**src/verilog/xisa_pkg.sv**
```systemverilog
// constants for the extended-instruction execution block
// assumes a 16-bit instruction word and a 12-bit data address space
package xisa_pkg;
    localparam int DATA_AW = 12;
    localparam int INSN_W = 16;
    // opcode high bytes
    localparam logic [7:0] OPC_PTR_ADD = 8'hE8;
    localparam logic [7:0] OPC_PTR_SUB = 8'hE9;
    localparam logic [7:0] OPC_PUSH_LIT = 8'hFA;
    localparam logic [7:0] OPC_IDX_MOVE = 8'hEB;
    localparam logic [1:0] SEL_STACK = 2'h3;
    localparam logic [1:0] SEL_SP = 2'h2;
    localparam logic [7:0] OFFSET_LIMIT = 8'h5F;
    localparam logic [11:0] SP_RESET = 12'h000;
    localparam logic [11:0] PC_RESET = 12'h000;
    // indirect data registers whose access the indexed move refuses
    localparam logic [11:0] INDF_LO = 12'hFDB;
    localparam logic [11:0] INDF_HI = 12'hFEF;
    localparam logic [3:0] OPC_ADD_W_TO_FILE_OP = 4'h2;
    localparam logic [1:0] OPC_ADD_W_TO_FILE_OP_SUB = 2'h1;
    // status flag bit positions
    localparam int FLAG_C = 0;
    localparam int FLAG_DC = 1;
    localparam int FLAG_Z = 2;
    localparam int FLAG_OV = 3;
    localparam int FLAG_N = 4;
    localparam int FLAG_W = 5;
    typedef enum logic [1:0] {ST_EXEC, ST_RET_NOP, ST_MOVE_SRC, ST_MOVE_DST} exec_state_t;
endpackage

```
**src/verilog/xisa_exec.sv**
```systemverilog
// execution of extended instructions and indexed operand addressing
// assumes one instruction word per enabled cycle and a data port with
// combinational read data for the address presented in the same cycle
//
// How it works
// - push literal stores k at stack pointer, then pointer decrements, one cycle.
// - pointer subtract removes six-bit k from pointer 0, 1 or 2, flags untouched.
// - subtract-and-return lowers stack pointer, loads pc from stack top, second cycle idle.
// - pointer-subtract with select 3 is subtract-and-return on stack pointer only.
// - extension enable also turns on indexed offset addressing.
// - extension off: operand is access bank or selected bank address.
// - extension on, access 0, operand up to 5Fh adds to stack pointer.
// - operands above 5Fh keep the normal access bank meaning.
// - remap covers all byte and bit instructions; destination bit unchanged.
// - stack pointer zero gives the original access mapping.
// - indexed add-w-to-file adds w to indexed byte, sets five flags.
// - configuration bit enables extension; low means disabled.
// - indexed move reads 00h from indirect source, skips indirect destination.
`timescale 1ns/100ps
module xisa_exec (
    input wire logic i_core_clk,
    input wire logic i_rst_n,
    input wire logic i_ce,
    input wire logic i_ext_cfg,
    input wire logic i_insn_valid,
    input wire logic [15:0] i_insn,
    input wire logic [3:0] i_bank_select,
    input wire logic [7:0] i_w,
    input wire logic [7:0] i_rd_data,
    input wire logic [11:0] i_return_stack_top,
    output logic [11:0] o_rd_addr,
    output logic o_wr_en,
    output logic [11:0] o_wr_addr,
    output logic [7:0] o_wr_data,
    output logic o_w_load,
    output logic [7:0] o_w_data,
    output logic o_flags_load,
    output logic [4:0] o_flags,
    output logic o_pc_load,
    output logic [11:0] o_pc,
    output logic o_busy,
    output logic [11:0] o_ptr0,
    output logic [11:0] o_ptr1,
    output logic [11:0] o_stack_pointer_register
);
    import xisa_pkg::*;

    ////////////////////////////////////////////////////////////////////////
    // state
    exec_state_t state_r, state_nxt;
    logic [11:0] ptr_r [3];
    logic [11:0] ptr_nxt [3];
    logic ext_r, ext_nxt;
    logic cfg_taken_r, cfg_taken_nxt;
    logic [11:0] rd_addr_r, rd_addr_nxt;
    logic wr_en_r, wr_en_nxt;
    logic [11:0] wr_addr_r, wr_addr_nxt;
    logic [7:0] wr_data_r, wr_data_nxt;
    logic w_load_r, w_load_nxt;
    logic [7:0] w_data_r, w_data_nxt;
    logic fl_load_r, fl_load_nxt;
    logic [4:0] flags_r, flags_nxt;
    logic pc_load_r, pc_load_nxt;
    logic [11:0] pc_r, pc_nxt;
    logic [7:0] move_data_r, move_data_nxt;
    logic [6:0] move_dst_r, move_dst_nxt;

    ////////////////////////////////////////////////////////////////////////
    // decode helpers
    logic [7:0] opc;
    logic [1:0] fsel;
    logic [5:0] k6;
    logic [11:0] eff_addr;
    logic [7:0] add_sum;
    logic [4:0] add_flags;
    logic is_add_w_to_file_op;
    logic [11:0] move_addr;

    assign opc = i_insn[15:8];
    assign fsel = i_insn[7:6];
    assign k6 = i_insn[5:0];
    assign is_add_w_to_file_op = (i_insn[15:12] == OPC_ADD_W_TO_FILE_OP) && (i_insn[11:10] == OPC_ADD_W_TO_FILE_OP_SUB);
    // the indexed move offsets are 7 bits and always relative
    assign move_addr = ptr_r[SEL_SP] + {5'h00, i_insn[6:0]};

    xisa_addr_map u_addr_map (
        .i_ext_en(ext_r),
        .i_access(i_insn[8]),
        .i_operand(i_insn[7:0]),
        .i_bank_select(i_bank_select),
        .i_stack_ptr(ptr_r[SEL_SP]),
        .o_addr(eff_addr)
    );

    xisa_adder u_adder (
        .i_a(i_w),
        .i_b(i_rd_data),
        .o_sum(add_sum),
        .o_flags(add_flags)
    );

    function automatic logic is_indirect(input logic [11:0] a);
        is_indirect = (a >= INDF_LO) && (a <= INDF_HI) && (a[2:0] == 3'h7 || a[2:0] == 3'h3
            || a[2:0] == 3'h4 || a[2:0] == 3'h5 || a[2:0] == 3'h6);
    endfunction

    ////////////////////////////////////////////////////////////////////////
    // next-state logic
    always_comb begin
        state_nxt = state_r;
        ptr_nxt = ptr_r;
        ext_nxt = ext_r;
        cfg_taken_nxt = 1'b1;
        rd_addr_nxt = rd_addr_r;
        wr_en_nxt = 1'b0;
        wr_addr_nxt = wr_addr_r;
        wr_data_nxt = wr_data_r;
        w_load_nxt = 1'b0;
        w_data_nxt = w_data_r;
        fl_load_nxt = 1'b0;
        flags_nxt = flags_r;
        pc_load_nxt = 1'b0;
        pc_nxt = pc_r;
        move_data_nxt = move_data_r;
        move_dst_nxt = move_dst_r;
        // the configuration bit is nonvolatile: caught once after reset
        if (!cfg_taken_r) begin
            ext_nxt = i_ext_cfg;
        end
        case (state_r)
            ST_EXEC: begin
                rd_addr_nxt = eff_addr;
                if (i_insn_valid && cfg_taken_r) begin
                    if (ext_r && opc == OPC_PUSH_LIT) begin
                        wr_en_nxt = 1'b1;
                        wr_addr_nxt = ptr_r[SEL_SP];
                        wr_data_nxt = i_insn[7:0];
                        ptr_nxt[SEL_SP] = ptr_r[SEL_SP] - 12'h001;
                    end else if (ext_r && opc == OPC_PTR_SUB) begin
                        if (fsel == SEL_STACK) begin
                            ptr_nxt[SEL_SP] = ptr_r[SEL_SP] - {6'h00, k6};
                            pc_load_nxt = 1'b1;
                            pc_nxt = i_return_stack_top;
                            state_nxt = ST_RET_NOP;
                        end else begin
                            ptr_nxt[fsel] = ptr_r[fsel] - {6'h00, k6};
                        end
                    end else if (ext_r && opc == OPC_PTR_ADD) begin
                        if (fsel == SEL_STACK) begin
                            ptr_nxt[SEL_SP] = ptr_r[SEL_SP] + {6'h00, k6};
                            pc_load_nxt = 1'b1;
                            pc_nxt = i_return_stack_top;
                            state_nxt = ST_RET_NOP;
                        end else begin
                            ptr_nxt[fsel] = ptr_r[fsel] + {6'h00, k6};
                        end
                    end else if (ext_r && opc == OPC_IDX_MOVE && i_insn[7]) begin
                        rd_addr_nxt = move_addr;
                        state_nxt = ST_MOVE_SRC;
                    end else if (is_add_w_to_file_op) begin
                        // rd data answers the address driven this cycle
                        fl_load_nxt = 1'b1;
                        flags_nxt = add_flags;
                        if (i_insn[9]) begin
                            wr_en_nxt = 1'b1;
                            wr_addr_nxt = eff_addr;
                            wr_data_nxt = add_sum;
                        end else begin
                            w_load_nxt = 1'b1;
                            w_data_nxt = add_sum;
                        end
                    end
                end
            end
            ST_RET_NOP: begin
                state_nxt = ST_EXEC;
            end
            ST_MOVE_SRC: begin
                // source read is presented now; capture it with the second word
                move_data_nxt = is_indirect(rd_addr_r) ? 8'h00 : i_rd_data;
                if (i_insn_valid) begin
                    move_dst_nxt = i_insn[6:0];
                    state_nxt = ST_MOVE_DST;
                end
            end
            ST_MOVE_DST: begin
                wr_addr_nxt = ptr_r[SEL_SP] + {5'h00, move_dst_r};
                wr_data_nxt = move_data_r;
                wr_en_nxt = !is_indirect(ptr_r[SEL_SP] + {5'h00, move_dst_r});
                state_nxt = ST_EXEC;
            end
            default: begin
                state_nxt = ST_EXEC;
            end
        endcase
    end

    ////////////////////////////////////////////////////////////////////////
    // registers
    always_ff @(posedge i_core_clk or negedge i_rst_n) begin
        if (!i_rst_n) begin
            state_r <= ST_EXEC;
            for (int i = 0; i < 3; i++) begin
                ptr_r[i] <= SP_RESET;
            end
            ext_r <= 1'b0;
            cfg_taken_r <= 1'b0;
            rd_addr_r <= 12'h000;
            wr_en_r <= 1'b0;
            wr_addr_r <= 12'h000;
            wr_data_r <= 8'h00;
            w_load_r <= 1'b0;
            w_data_r <= 8'h00;
            fl_load_r <= 1'b0;
            flags_r <= 5'h00;
            pc_load_r <= 1'b0;
            pc_r <= PC_RESET;
            move_data_r <= 8'h00;
            move_dst_r <= 7'h00;
        end else if (i_ce) begin
            state_r <= state_nxt;
            ptr_r <= ptr_nxt;
            ext_r <= ext_nxt;
            cfg_taken_r <= cfg_taken_nxt;
            rd_addr_r <= rd_addr_nxt;
            wr_en_r <= wr_en_nxt;
            wr_addr_r <= wr_addr_nxt;
            wr_data_r <= wr_data_nxt;
            w_load_r <= w_load_nxt;
            w_data_r <= w_data_nxt;
            fl_load_r <= fl_load_nxt;
            flags_r <= flags_nxt;
            pc_load_r <= pc_load_nxt;
            pc_r <= pc_nxt;
            move_data_r <= move_data_nxt;
            move_dst_r <= move_dst_nxt;
        end
    end

    ////////////////////////////////////////////////////////////////////////
    // outputs, all from flops
    assign o_rd_addr = rd_addr_r;
    assign o_wr_en = wr_en_r;
    assign o_wr_addr = wr_addr_r;
    assign o_wr_data = wr_data_r;
    assign o_w_load = w_load_r;
    assign o_w_data = w_data_r;
    assign o_flags_load = fl_load_r;
    assign o_flags = flags_r;
    assign o_pc_load = pc_load_r;
    assign o_pc = pc_r;
    assign o_busy = (state_r != ST_EXEC);
    assign o_ptr0 = ptr_r[0];
    assign o_ptr1 = ptr_r[1];
    assign o_stack_pointer_register = ptr_r[SEL_SP];
endmodule // xisa_exec

```
**src/verilog/xisa_addr_map.sv**
```systemverilog
// effective data address for byte/bit instruction operands
// assumes the core supplies the operand, access bit and bank select
`timescale 1ns/100ps
module xisa_addr_map (
    input wire logic i_ext_en,
    input wire logic i_access,
    input wire logic [7:0] i_operand,
    input wire logic [3:0] i_bank_select,
    input wire logic [11:0] i_stack_ptr,
    output logic [11:0] o_addr
);
    import xisa_pkg::*;
    logic [11:0] sum;
    always_comb begin
        sum = i_stack_ptr + {4'h0, i_operand};
        if (i_access) begin
            o_addr = {i_bank_select, i_operand};
        end else if (i_ext_en && (i_operand <= OFFSET_LIMIT)) begin
            o_addr = sum;
        end else if (i_operand <= OFFSET_LIMIT) begin
            o_addr = {4'h0, i_operand};
        end else begin
            o_addr = {4'hF, i_operand};
        end
    end
endmodule // xisa_addr_map

```
**src/verilog/xisa_adder.sv**
```systemverilog
// 8-bit add with the five arithmetic status flags
// assumes operands are already fetched
`timescale 1ns/100ps
module xisa_adder (
    input wire logic [7:0] i_a,
    input wire logic [7:0] i_b,
    output logic [7:0] o_sum,
    output logic [4:0] o_flags
);
    import xisa_pkg::*;
    logic [8:0] full;
    logic [4:0] low;
    always_comb begin
        full = {1'b0, i_a} + {1'b0, i_b};
        low = {1'b0, i_a[3:0]} + {1'b0, i_b[3:0]};
        o_sum = full[7:0];
        o_flags = 5'h00;
        o_flags[FLAG_C] = full[8];
        o_flags[FLAG_DC] = low[4];
        o_flags[FLAG_Z] = (full[7:0] == 8'h00);
        o_flags[FLAG_OV] = (i_a[7] == i_b[7]) && (full[7] != i_a[7]);
        o_flags[FLAG_N] = full[7];
    end
endmodule // xisa_adder

```
**config.mk**
```make
export PLATFORM = sky130hd
export DESIGN_NAME = xisa_exec
export DESIGN_NICKNAME = d
export VERILOG_FILES = /design/src/verilog/xisa_pkg.sv /design/src/verilog/xisa_exec.sv /design/src/verilog/xisa_addr_map.sv /design/src/verilog/xisa_adder.sv
export SDC_FILE = /design/constraint.sdc
export NUM_CORES = 1
export LEC_CHECK = 0
export BUFFER_PORTS_ARGS = -buffer_cell sky130_fd_sc_hd__buf_4
export CAP_MARGIN = 20
export CELL_PAD_IN_SITES_DETAIL_PLACEMENT = 0
export CELL_PAD_IN_SITES_GLOBAL_PLACEMENT = 1
export CORE_MARGIN = 1
export CORE_UTILIZATION = 35
export DETAILED_ROUTE_END_ITERATION = 10
export PLACE_DENSITY_LB_ADDON = 0.15
export REMOVE_ABC_BUFFERS = 1
export SLEW_MARGIN = 20
export SYNTH_ARGS = -nofsm -noshare
export SYNTH_HDL_FRONTEND = slang
export SYNTH_SLANG_ARGS = --single-unit
```
**constraint.sdc**
```tcl
create_clock -name i_core_clk -period 8.8 [get_ports i_core_clk]
set_clock_uncertainty 0.05 [all_clocks]
set_input_delay 0.88 -clock i_core_clk [delete_from_list [all_inputs] [get_ports i_core_clk]]
set_output_delay 0.88 -clock i_core_clk [all_outputs]
set_load 0.05 [all_outputs]
```
# After elaboration in Yosys (flattened, before gate mapping)
# Cells that the tools add are included.
[op_classes]
n_addsub = 10
reduce_logical = 41
muxes = 79
bitwise = 8
eq_ne = 31
magnitude_cmp = 7
[op_table]
columns = ["op", "count"]
rows = [
  ["$mux W12", 24],
  ["$bwmux W36", 2],
  ["$mux W36", 2],
  ["$mux W8", 8],
  ["$mux W24", 2],
  ["$eq A8 B8 Y1 const B", 4],
  ["$mux W1", 28],
  ["$add A12 B6 Y12", 2],
  ["$add A12 B7 Y12", 2],
  ["$bmux W12 S2", 1],
  ["$demux W12 S2", 1],
  ["$eq A3 B3 Y1 const B", 8],
  ["$ge A12 B12 Y1 const B", 2],
  ["$le A12 B12 Y1 const B", 2],
  ["$pmux W12 S2", 1],
  ["$sub A12 B6 Y12", 2],
  ["$pmux W8 S2", 1],
  ["$reduce_and A8 Y1", 2],
  ["$ne A3 B3 Y1 const B", 5],
  ["$logic_and A1 B1 Y1", 14],
  ["$mux W2", 7],
  ["$add A12 B8 Y12", 1],
  ["$sub A12 B1 Y12 const B", 1],
  ["$reduce_and A5 Y1", 2],
  ["other kinds (29)", 52],
]
[word_totals]
in_bits = 53
output_inout_bits = 98
word_cells = 194
ff_bits = 116

# Longest topological paths before layout
# Gate-level depths: netlist (run 1).
[depth]
depth_word = 12
ltp_mapped = 16
depth_no_buf = 13

# Modules after synthesis
# Synthesis (run 1) repeated with hierarchy kept, for this count alone.
[hier_totals]
hier_cells = 1009
area_unflattened_um2 = 8612.0
[by_module_without_submodules]
columns = ["module", "cells_per_inst", "n_inst", "area_each_um2", "seq_area_each_um2"]
rows = [
  ["xisa_exec", 864, 1, 7557.2, 2902.8],
  ["xisa_addr_map", 92, 1, 640.6, 0.0],
  ["xisa_adder", 53, 1, 414.1, 0.0],
]

# Worst setup path before layout (run 1)
# Ideal clock, no wire load.
[synth_timing]
path_kind = "input to register"
from = "input i_insn[6]"
to = "register ptr_r (netlist bit o_stack_pointer_register[11])"
path_slack_ns = 4.740
setup_ns = 0.131
required_time_ns = 8.619
stages = 14
n_path_buf = 4
arrival_ns = 3.879
cell_sequence = "buf_2 buf_2 clkbuf_1 mux2i_1 o21ai_0 ha_1 clkbuf_1 and3_1 a21boi_0 nor4_1 nand4b_1 o31a_1 mux2i_1 or3_1"
[synth_between]
elab_chain_len = 10
word_cells_on_any_way = 19
classes_between = "add/sub (2); order compare (2); eq/ne (1); mux (12); bitwise (1); reduce/logical (1)"
[synth_rtl]
columns = ["element", "line", "rtl"]
rows = [
  ["from (decl)", "xisa_exec.sv:26", "input wire logic [15:0] i_insn,"],
  ["$not A2 Y3 (not written as such)", "xisa_exec.sv:146, xisa_exec.sv:155", ""],
  ["$bmux W12 S2 (tied with other cells)", "xisa_exec.sv:146, xisa_exec.sv:155", ""],
  ["$mux W12 (not written as such) / $logic_and A1 B1 Y1 (equally long branches)", "xisa_exec.sv:146, xisa_exec.sv:155", ""],
  ["$mux W12 (not written as such)", "xisa_exec.sv:146, xisa_exec.sv:155", ""],
  ["$add A12 B6 Y12 / $demux W12 S2 (equally long branches)", "xisa_exec.sv:155, xisa_exec.sv:146", ""],
  ["$bwmux W36", "xisa_exec.sv:155", "ptr_nxt[fsel] = ptr_r[fsel] + {6'h00, k6};"],
  ["$mux W12", "xisa_exec.sv:149", "if (fsel == SEL_STACK) begin"],
  ["$mux W36", "xisa_exec.sv:148", "end else if (ext_r && opc == OPC_PTR_ADD) begin"],
  ["$mux W36 *", "xisa_exec.sv:139", "end else if (ext_r && opc == OPC_PTR_SUB) begin"],
  ["$mux W12 *", "xisa_exec.sv:134", "if (ext_r && opc == OPC_PUSH_LIT) begin"],
  ["to (signal assigned)", "xisa_exec.sv:222", "ptr_r <= ptr_nxt;"],
  ["to (decl)", "xisa_exec.sv:51", "logic [11:0] ptr_r [3];"],
]
# Every way passes the cells marked *; elsewhere a longest branch is shown, timed or not. The select of a mux whose other input is x is not followed.
# A chain may end at the register's enable or synchronous reset.

# Worst setup path in the final report (run 1)
[layout_timing]
from = "input i_insn[7]"
to = "register ptr_r (netlist bit o_stack_pointer_register[11])"
# Same word-level chain as after synthesis.

==> results of run 1 <==
worst max path at each step:
stage | end | cells after the start | startpoint
CTS | o_stack_pointer_register[11] | 13 | i_insn[7]
global route | o_stack_pointer_register[11] | 13 | i_insn[7]
finish | o_stack_pointer_register[11] | 13 | i_insn[7]
floorplan | o_stack_pointer_register[11] | 11 | i_insn[7]
global placement | o_stack_pointer_register[11] | 13 | i_insn[7]
detailed placement | o_stack_pointer_register[11] | 13 | i_insn[7]
cell type report:
cell class | count | area share
multi-input combinational | 795 | 0.497
sequential | 116 | 0.277
timing repair buffer | 157 | 0.112
clock buffer | 17 | 0.0406
tap | 319 | 0.0381
clock inverter | 14 | 0.0195
inverter | 43 | 0.0154
sequential cells by signal (all words and copies together), names as in the netlist:
name	cells
o_pc_load	1
o_w_load	1
o_wr_data	8
o_wr_en	1
o_w_data	8
o_stack_pointer_register	12
move_data_r	8
o_ptr1	12
o_flags	5
o_ptr0	12
o_wr_addr	12
ext_r	1
o_pc	12
o_flags_load	1
state_r	2
o_rd_addr	12
cfg_taken_r	1
move_dst_r	7
placed cells by master (no fill, tap or decap), drive strengths merged, types with 26 or more instances in the layout:
master / count
nor2: 79
buf: 157
nand2: 135
ha: 46
inv: 46
a21oi: 61
dfrtp: 116
o21ai: 112
mux2: 26
cell families after synthesis:
logic type / share of synthesized area
AO/OA/AOI/OAI: 0.222
XOR/XNOR: 0.0423
adder cells (fa/ha/maj): 0.0819
buffers and inverters: 0.0458
flip-flops: 0.342
multiplexers: 0.0592
AND/OR/NAND/NOR: 0.208
layer usage:
| metal | routed length, um | track usage | vias to the layer above | part of all wire |
|---|---|---|---|---|
| met5 | 0 | 0 | - | 0 |
| met4 | 563 | 0.0680 | 0 | 0.019 |
| met3 | 1390 | 0.0361 | 29 | 0.047 |
| met2 | 13000 | 0.373 | 246 | 0.44 |
| met1 | 14600 | 0.354 | 3773 | 0.49 |
| li1 | - | - | 3877 | - |
power breakdown:
part	internal [mW]	leakage (nW)	switching, mW	total [mW]
clock	0.476	0.297	0.287	0.764
combinational	0.284	2.93	0.593	0.877
sequential	0.646	1.51	0.0821	0.729
total	1.41	4.74	0.962	2.37
through the flow:
step	utilization	setup slack (ns)	cells	hold slack, ns	power [mW]
after floorplan	-	5.21	954	0.404	1.31
after global placement	0.417	4.56	1430	0.416	1.61
after detailed placement	0.417	4.44	1430	0.412	1.62
after CTS	0.444	4.88	1461	0.430	2.39
after global routing	0.444	4.55	1461	0.440	2.49
final	0.444	4.85	1461	0.427	2.37
==> results.toml, run 1 <==
[floorplanning]
die-area_um2 = 24900
num_rows = 56
die_height_um = 158
die_x_um = 158
core_area_um2 = 23600
initial_core_util = 0.360
io_pins = 151

[clock_tree]
cts_resized = 0
holdBufCountCts = 0
cts_buffers = 17
cts_tree = "yes"
max-clock-path-buffers = 2
postCtsSetupBuffers = 0
cts_max_level = 4
clkSinkCount = 116
clock-root-buffer = "clkbuf_16"
clkTransAtPathRegs_ns = 0.06
clock_latency_ns = 0.43

[synthesis]
synth.cell_area_um2 = 8500
synth_top_area_share = 0.342
ys_seq_elements = 116
synth_edf_count = 0
ys_top_cells_by_area = "dfrtp_1 (34%), ha_1 (6.8%), o21ai_0 (6.5%), nand2_1 (6.0%), a21oi_1 (3.5%)"
synth_area_leader_cell = "dfrtp_1"
synth_ff_type = "dfrtp_1"
yosysSeqAreaShare = 0.342
avgSynthCellArea_um2 = 8.43
synthDistinctLibCells = 82
ys_top_cells_by_count = "nand2_1 (135), dfrtp_1 (116), o21ai_0 (110), nor2_1 (78), a21oi_1 (60)"
yosysWarnings = 0
async_flop_share = 1.00
synth.most_common_cell = "nand2_1"
synthCells = 1008

[layout]
nFillCells = 2422
num-nets-final = 1235
drive_gt1_frac = 0.208
area_delta_synth_final_pct = 23.3
seq_area_um2 = 2900
multiInputGateArea_um2 = 5210
stdcell_area_um2 = 10500
antenna_cells = 0

[power_and_ir_drop]
leakage_nw = 4.74
powerDensity_nw_per_um2 = 226
peakVddDrop_mv = 0.140

[sta]
period_minus_slack_ns = 3.95
maxSlewViolCount = 0
setup_viol = 0
slew_headroom = 0.301
worst_slew_pin_slew_ns = 1.05
timing.final.hold_violations = 0
fin_crit_sh = 0.449
fmax_mhz = 253
rsz0062_at_grt = "false"
setup_tns_ns = 0

[setup_path]
crit_path_frequent_cell = "buf_4"
crit_path_end_kind = "flip-flop"
r2r_end = "o_wr_addr[6]"
cp_top_family = "simple AND/OR/NAND/NOR gates"
reg2reg_slack_ns = 5.19
critPathBufInv = 2
r2r-start = "state_r[0]"
critPathMaxStageDelay_ns = 0.45
slowest_stage = "nor2b_1"
required_ns = 9.05
critPathLaunchType = "input port"
worstPathArrival_ns = 4.21
crit_fanout = 26
r2r_cells = 8
crit_chain = "buf_4 > nor2b_1 > buf_4 > nand2_1 > o21ai_0 > ha_1 > and3_1 > a21boi_0 > nor4_1 > nand4b_1 > o31a_1 > mux2i_1 > or3_1"
crit_type = "input port to flip-flop"

[place]
dp_hpwl_um = 22000
gp_congestion = 0.954
io_buffers = 150
postPlaceCellArea_um2 = 9850

[run]
max-cap-violations = 0

[global_route]
grt_pass1_wl_um = 45300
grt_overflow = 0
grt_max_degree = 66
grt_antenna_before_repair = 0
grt_usage = 0.244
grt_pass1_vias = 7623

[drt]
viasPerCell = 5.42
ant_nets = 0
drt-pass1-iter-count = 5
wl_per_cell_um = 20.2
drt-initial-drc-count = 520
remaining_drc_errors = 0
drt_wl_total_um = 29500
dr_total_vias = 7925

[worst_hold_path]
hold_class = "flip-flop to flip-flop"
min_path_cells = 1
hold_start = "o_ptr0[11]"
min_to = "o_ptr0[11]"

[outcome]
status = "finished, final reports clean"
Note: power is estimated with default switching activity, not from simulation.
==> run 2, diff against run 1 <==
==> constraint.sdc (replaced) <==
create_clock -name i_core_clk -period 3.55 [get_ports i_core_clk]
set_clock_uncertainty 0.05 [all_clocks]
set_input_delay 0.355 -clock i_core_clk [delete_from_list [all_inputs] [get_ports i_core_clk]]
set_output_delay 0.355 -clock i_core_clk [all_outputs]
set_load 0.05 [all_outputs]
==> run 2 against run 1 <==
Via count is 1.1% higher. Total power is 140% higher. Design area is 2.1% higher. Routed wire length is 2.8% lower. Critical path type unchanged. Critical endpoint unchanged.
==> results.toml, run 2 (synthesis gave the netlist of run 1 again) <==
[outcome]
status = "finished, final reports clean"

[floorplanning]
core_area_um2 = 23600
die_x_um = 158
io_pins = 151
die-area_um2 = 24900
num_rows = 56
initial_core_util = 0.360
die_height_um = 158

[global_route]
grt_overflow = 0
grt_pass1_vias = 7718
grt_usage = 0.240
grt_pass1_wl_um = 44800
grt_max_degree = 59
grt_antenna_before_repair = 0

[layout]
layout_common_cells = "buf_4 (184), nand2_1 (135), dfrtp_1 (116), o21ai_0 (109), nor2_1 (78)"
antenna_cells = 0
layout_commonest_cell = "buf_4"
drive_gt1_frac = 0.227
num-nets-final = 1264
area_delta_synth_final_pct = 25.9

[setup_path]
critPathLaunchType = "input port"
crit_type = "input port to flip-flop"
crit_path_end_kind = "flip-flop"
slowest_stage = "nor2b_1"
crit_path_frequent_cell = "buf_4"
crit_chain = "buf_4 > nor2b_1 > nand2_1 > o21ai_0 > ha_1 > and3_1 > a21boi_0 > nor4_1 > buf_4 > nand4b_1 > o31a_1 > mux2i_1 > or3_1"
worstPathArrival_ns = 3.40
crit_fanout = 18
required_ns = 3.80
critPathMaxStageDelay_ns = 0.50

[drt]
drt_wl_total_um = 28700
drt-pass1-iter-count = 5
dr_total_vias = 8010
wl_per_cell_um = 19.2
viasPerCell = 5.37
drt-initial-drc-count = 528
remaining_drc_errors = 0
ant_nets = 0

[clock_tree]
clkSinkCount = 116
clkTransAtPathRegs_ns = 0.06
max-clock-path-buffers = 2
cts_max_level = 4
clock_latency_ns = 0.43
cts_buffers = 17
cts_resized = 0
cts_tree = "yes"
clock-root-buffer = "clkbuf_16"

[power_and_ir_drop]
power_mw = 5.80
powerDensity_nw_per_um2 = 542
leakage_nw = 4.88
peakVddDrop_mv = 0.313

[sta]
whs_ns = 0.114
maxSlewViolCount = 0
rsz0062_at_grt = "false"
setup_viol = 0
worst_slew_pin_slew_ns = 1.01
setup_tns_ns = 0
slew_headroom = 0.327
fmax_mhz = 317
fin_crit_sh = 0.889
period_minus_slack_ns = 3.16
timing.final.hold_violations = 0

[worst_hold_path]
hold_class = "input port to flip-flop"

[place]
io_buffers = 150
gp_congestion = 0.891
dp_hpwl_um = 22200

[run]
max-cap-violations = 0
## run 2: area by class of cell
type / instances / area [um^2]
fillers: 2416 / 12900
multi-input cells: 795 / 5210
flip-flops and latches: 116 / 2900
repair buffers: 186 / 1410
clock buffers: 19 / 443
well taps: 319 / 399
clock inverters: 13 / 171
inverters: 43 / 161
## run 2: critical path, delay by kind of cell
family          cells  cell delay (ns)
compound gates      3             0.59
mux                 1             0.13
fa+ha+maj           1             0.35
simple gates        6             1.57
buf+inv             2             0.39
## run 2: power breakdown
| group | total [mW] | switching, mW | internal (mW) |
|---|---|---|---|
| combinational | 2.19 | 1.47 | 0.726 |
| clock | 1.82 | 0.689 | 1.13 |
| sequential | 1.78 | 0.182 | 1.60 |
## run 2: final timing paths
| kind | start | endpoint | slack (ns) | cells past startpoint |
|---|---|---|---|---|
| min reg2reg | o_w_load | o_w_load | 0.43 | 1 |
| min | i_return_stack_top[5] | o_pc[5] | 0.11 | 2 |
| min in group asynchronous | i_rst_n | o_rd_addr[0] | 0.51 | 2 |
| max reg2reg | o_stack_pointer_register[5] | o_stack_pointer_register[11] | 0.44 | 11 |
| max | i_insn[6] | o_stack_pointer_register[11] | 0.39 | 13 |
| max in group asynchronous | i_rst_n | move_data_r[5] | 2.16 | 3 |
## run 2: what timing repair did
item	CTS	global route
buffers inserted	0	0
hold buffers	1	0
hold endpoints to repair	18	0
## run 2: stage by stage
step / utilization / worst slack, ns / cells / instance area, um^2
CTS: 0.453 / 0.447 / 1491 / 10700
floorplan: - / 0.306 / 954 / 8270
global route: 0.453 / 0.209 / 1491 / 10700
global placement: 0.427 / 0.0638 / 1458 / 10100
detailed placement: 0.427 / 0.0188 / 1458 / 10100
finish: 0.453 / 0.393 / 1491 / 10700
## run 2: routing by layer
metal	track usage	vias to the layer above	share of wire	wire length [um]
met3	0.0296	28	0.044	1260
met5	0	-	0	0
li1	-	3933	-	-
met2	0.366	222	0.44	12700
met4	0.0735	0	0.018	507
met1	0.350	3827	0.50	14300
==> run 3, diff against run 2 <==
==> constraint.sdc (replaced) <==
create_clock -name i_core_clk -period 3.55 [get_ports i_core_clk]
set_clock_uncertainty 0.05 [all_clocks]
set_input_delay 0.71 -clock i_core_clk [delete_from_list [all_inputs] [get_ports i_core_clk]]
set_output_delay 0.71 -clock i_core_clk [all_outputs]
set_load 0.05 [all_outputs]
==> run 3 against run 2 <==
Non-clock buffer count rose by 29. Die area unchanged. Routed wire length grew 3.4%. Flip-flop and latch count unchanged. Count of clock-buffer cells in the layout down 2. Global-route usage grew 0.78 points. Register-to-register slack worse by 0.06 ns. Hold slack better by 0.096 ns. Utilization increased by 0.87 points. Final cell count increased by 1.9%. Sequential power about the same.
==> results.toml, run 3 (synthesis gave the netlist of run 1 again) <==
[floorplanning]
initial_core_util = 0.360
num_rows = 56
core_area_um2 = 23600
die-area_um2 = 24900
die_height_um = 158
io_pins = 151
die_x_um = 158

[global_route]
grt_pass1_vias = 7799
grt_overflow = 0
grt_max_degree = 47
grt_usage = 0.248
grt_pass1_wl_um = 46000
grt_antenna_before_repair = 0

[layout]
drive_gt1_frac = 0.247
antenna_cells = 0
stdcell_count = 1519
num-nets-final = 1293
layout_commonest_cell = "buf_4"
area_delta_synth_final_pct = 28.3
layout_common_cells = "buf_4 (214), nand2_1 (135), dfrtp_1 (116), o21ai_0 (109), nor2_1 (78)"
nFillCells = 2433

[sta]
period_minus_slack_ns = 3.17
fin_crit_sh = 0.892
fmax_mhz = 316
setup_viol = 0
setup_slack_ns = 0.382
whs_ns = 0.210
rsz0062_at_grt = "false"
slew_headroom = 0.346
timing.final.hold_violations = 0
worst_slew_pin_slew_ns = 0.980
maxSlewViolCount = 0

[drt]
drt-pass1-iter-count = 5
drt-initial-drc-count = 433
drt_wl_total_um = 29700
ant_nets = 0
viasPerCell = 5.35
dr_total_vias = 8125
wl_per_cell_um = 19.5
remaining_drc_errors = 0

[place]
dp_slack_ns = -0.0327
gp_congestion = 0.916
dp_hpwl_um = 23200
io_buffers = 150
dp.cells = 1488

[clock_tree]
cts_max_level = 4
clock-root-buffer = "clkbuf_16"
postCtsSetupBuffers = 0
clkSinkCount = 116
max-clock-path-buffers = 2
cts_buffers = 17
clock_latency_ns = 0.43
holdBufCountCts = 0
cts_resized = 0
cts_tree = "yes"
clkTransAtPathRegs_ns = 0.06

[setup_path]
crit_fanout = 8
crit_path_end_kind = "flip-flop"
worstPathArrival_ns = 3.42
crit_type = "flip-flop to flip-flop"
critPathLaunchType = "flip-flop"
required_ns = 3.80

[power_and_ir_drop]
peakVddDrop_mv = 0.357
powerDensity_nw_per_um2 = 534
leakage_nw = 5.01

[outcome]
status = "finished, final reports clean"

[run]
max-cap-violations = 0

[worst_hold_path]
hold_class = "input port to async pin"
## run 3: cell count changes in the layout (fill, tap and decap cells not counted)
cell,delta
clkinvlp_4,+1
clkbuf_1,-1
clkinv_4,+2
buf_4,+30
dlygate4sd3_1,-1
clkbuf_8,-1
inv_6,-2
## run 3: final timing paths
path	slack, ns	from	cells past startpoint	end
worst min register to register	0.43	o_wr_addr[1]	2	o_wr_addr[1]
worst max register to register	0.38	o_stack_pointer_register[0]	11	o_wr_en
worst min-delay path	0.21	i_rst_n	1	o_rd_addr[2]
min in group i_core_clk	0.43	o_wr_addr[1]	2	o_wr_addr[1]
worst max-delay path	0.38	o_stack_pointer_register[0]	11	o_wr_en
max in group asynchronous	2.56	i_rst_n	2	o_w_data[4]
## run 3: through the flow
step | util | power (mW) | setup TNS, ns | instance area [um^2]
after floorplan | - | 3.25 | 0 | 8270
after global placement | 0.436 | 4.03 | 0 | 10300
after detailed placement | 0.436 | 4.05 | -0.0327 | 10300
after CTS | 0.462 | 5.87 | 0 | 10900
after global routing | 0.462 | 6.14 | 0 | 10900
final | 0.462 | 5.82 | 0 | 10900
## run 3: power breakdown
part | switching [mW] | internal (mW)
sequential | 0.189 | 1.60
combinational | 1.48 | 0.746
clock | 0.696 | 1.11
total | 2.36 | 3.46
## run 3: cell type report
type	count	area, um^2	share of cell area
Tap cell	319	399	0.0366
Inverter	43	161	0.0148
Multi-Input combinational cell	795	5210	0.478
Clock buffer	17	425	0.0390
Sequential cell	116	2900	0.266
Timing Repair Buffer	215	1630	0.149
Clock inverter	14	179	0.0164
## run 3: per-layer routing
metal  vias to the layer above  wire length (um)  global-route usage
met5                         -                 0                   0
li1                       3992                 -                   -
met4                         0               728              0.0828
met3                        37              1330              0.0350
met2                       237             13200               0.383
met1                      3859             14500               0.352
## run 3: worst max-delay path: stages (launching register included)
cell	delay, ns
dfrtp_1	0.55
ha_1	0.23
inv_1	0.06
fa_1	0.40
nor2b_1	0.18
o211ai_1	0.18
a21oi_1	0.22
nand2_1	0.11
or3_1	0.34
a2111oi_0	0.47
buf_4	0.20
o31ai_1	0.06
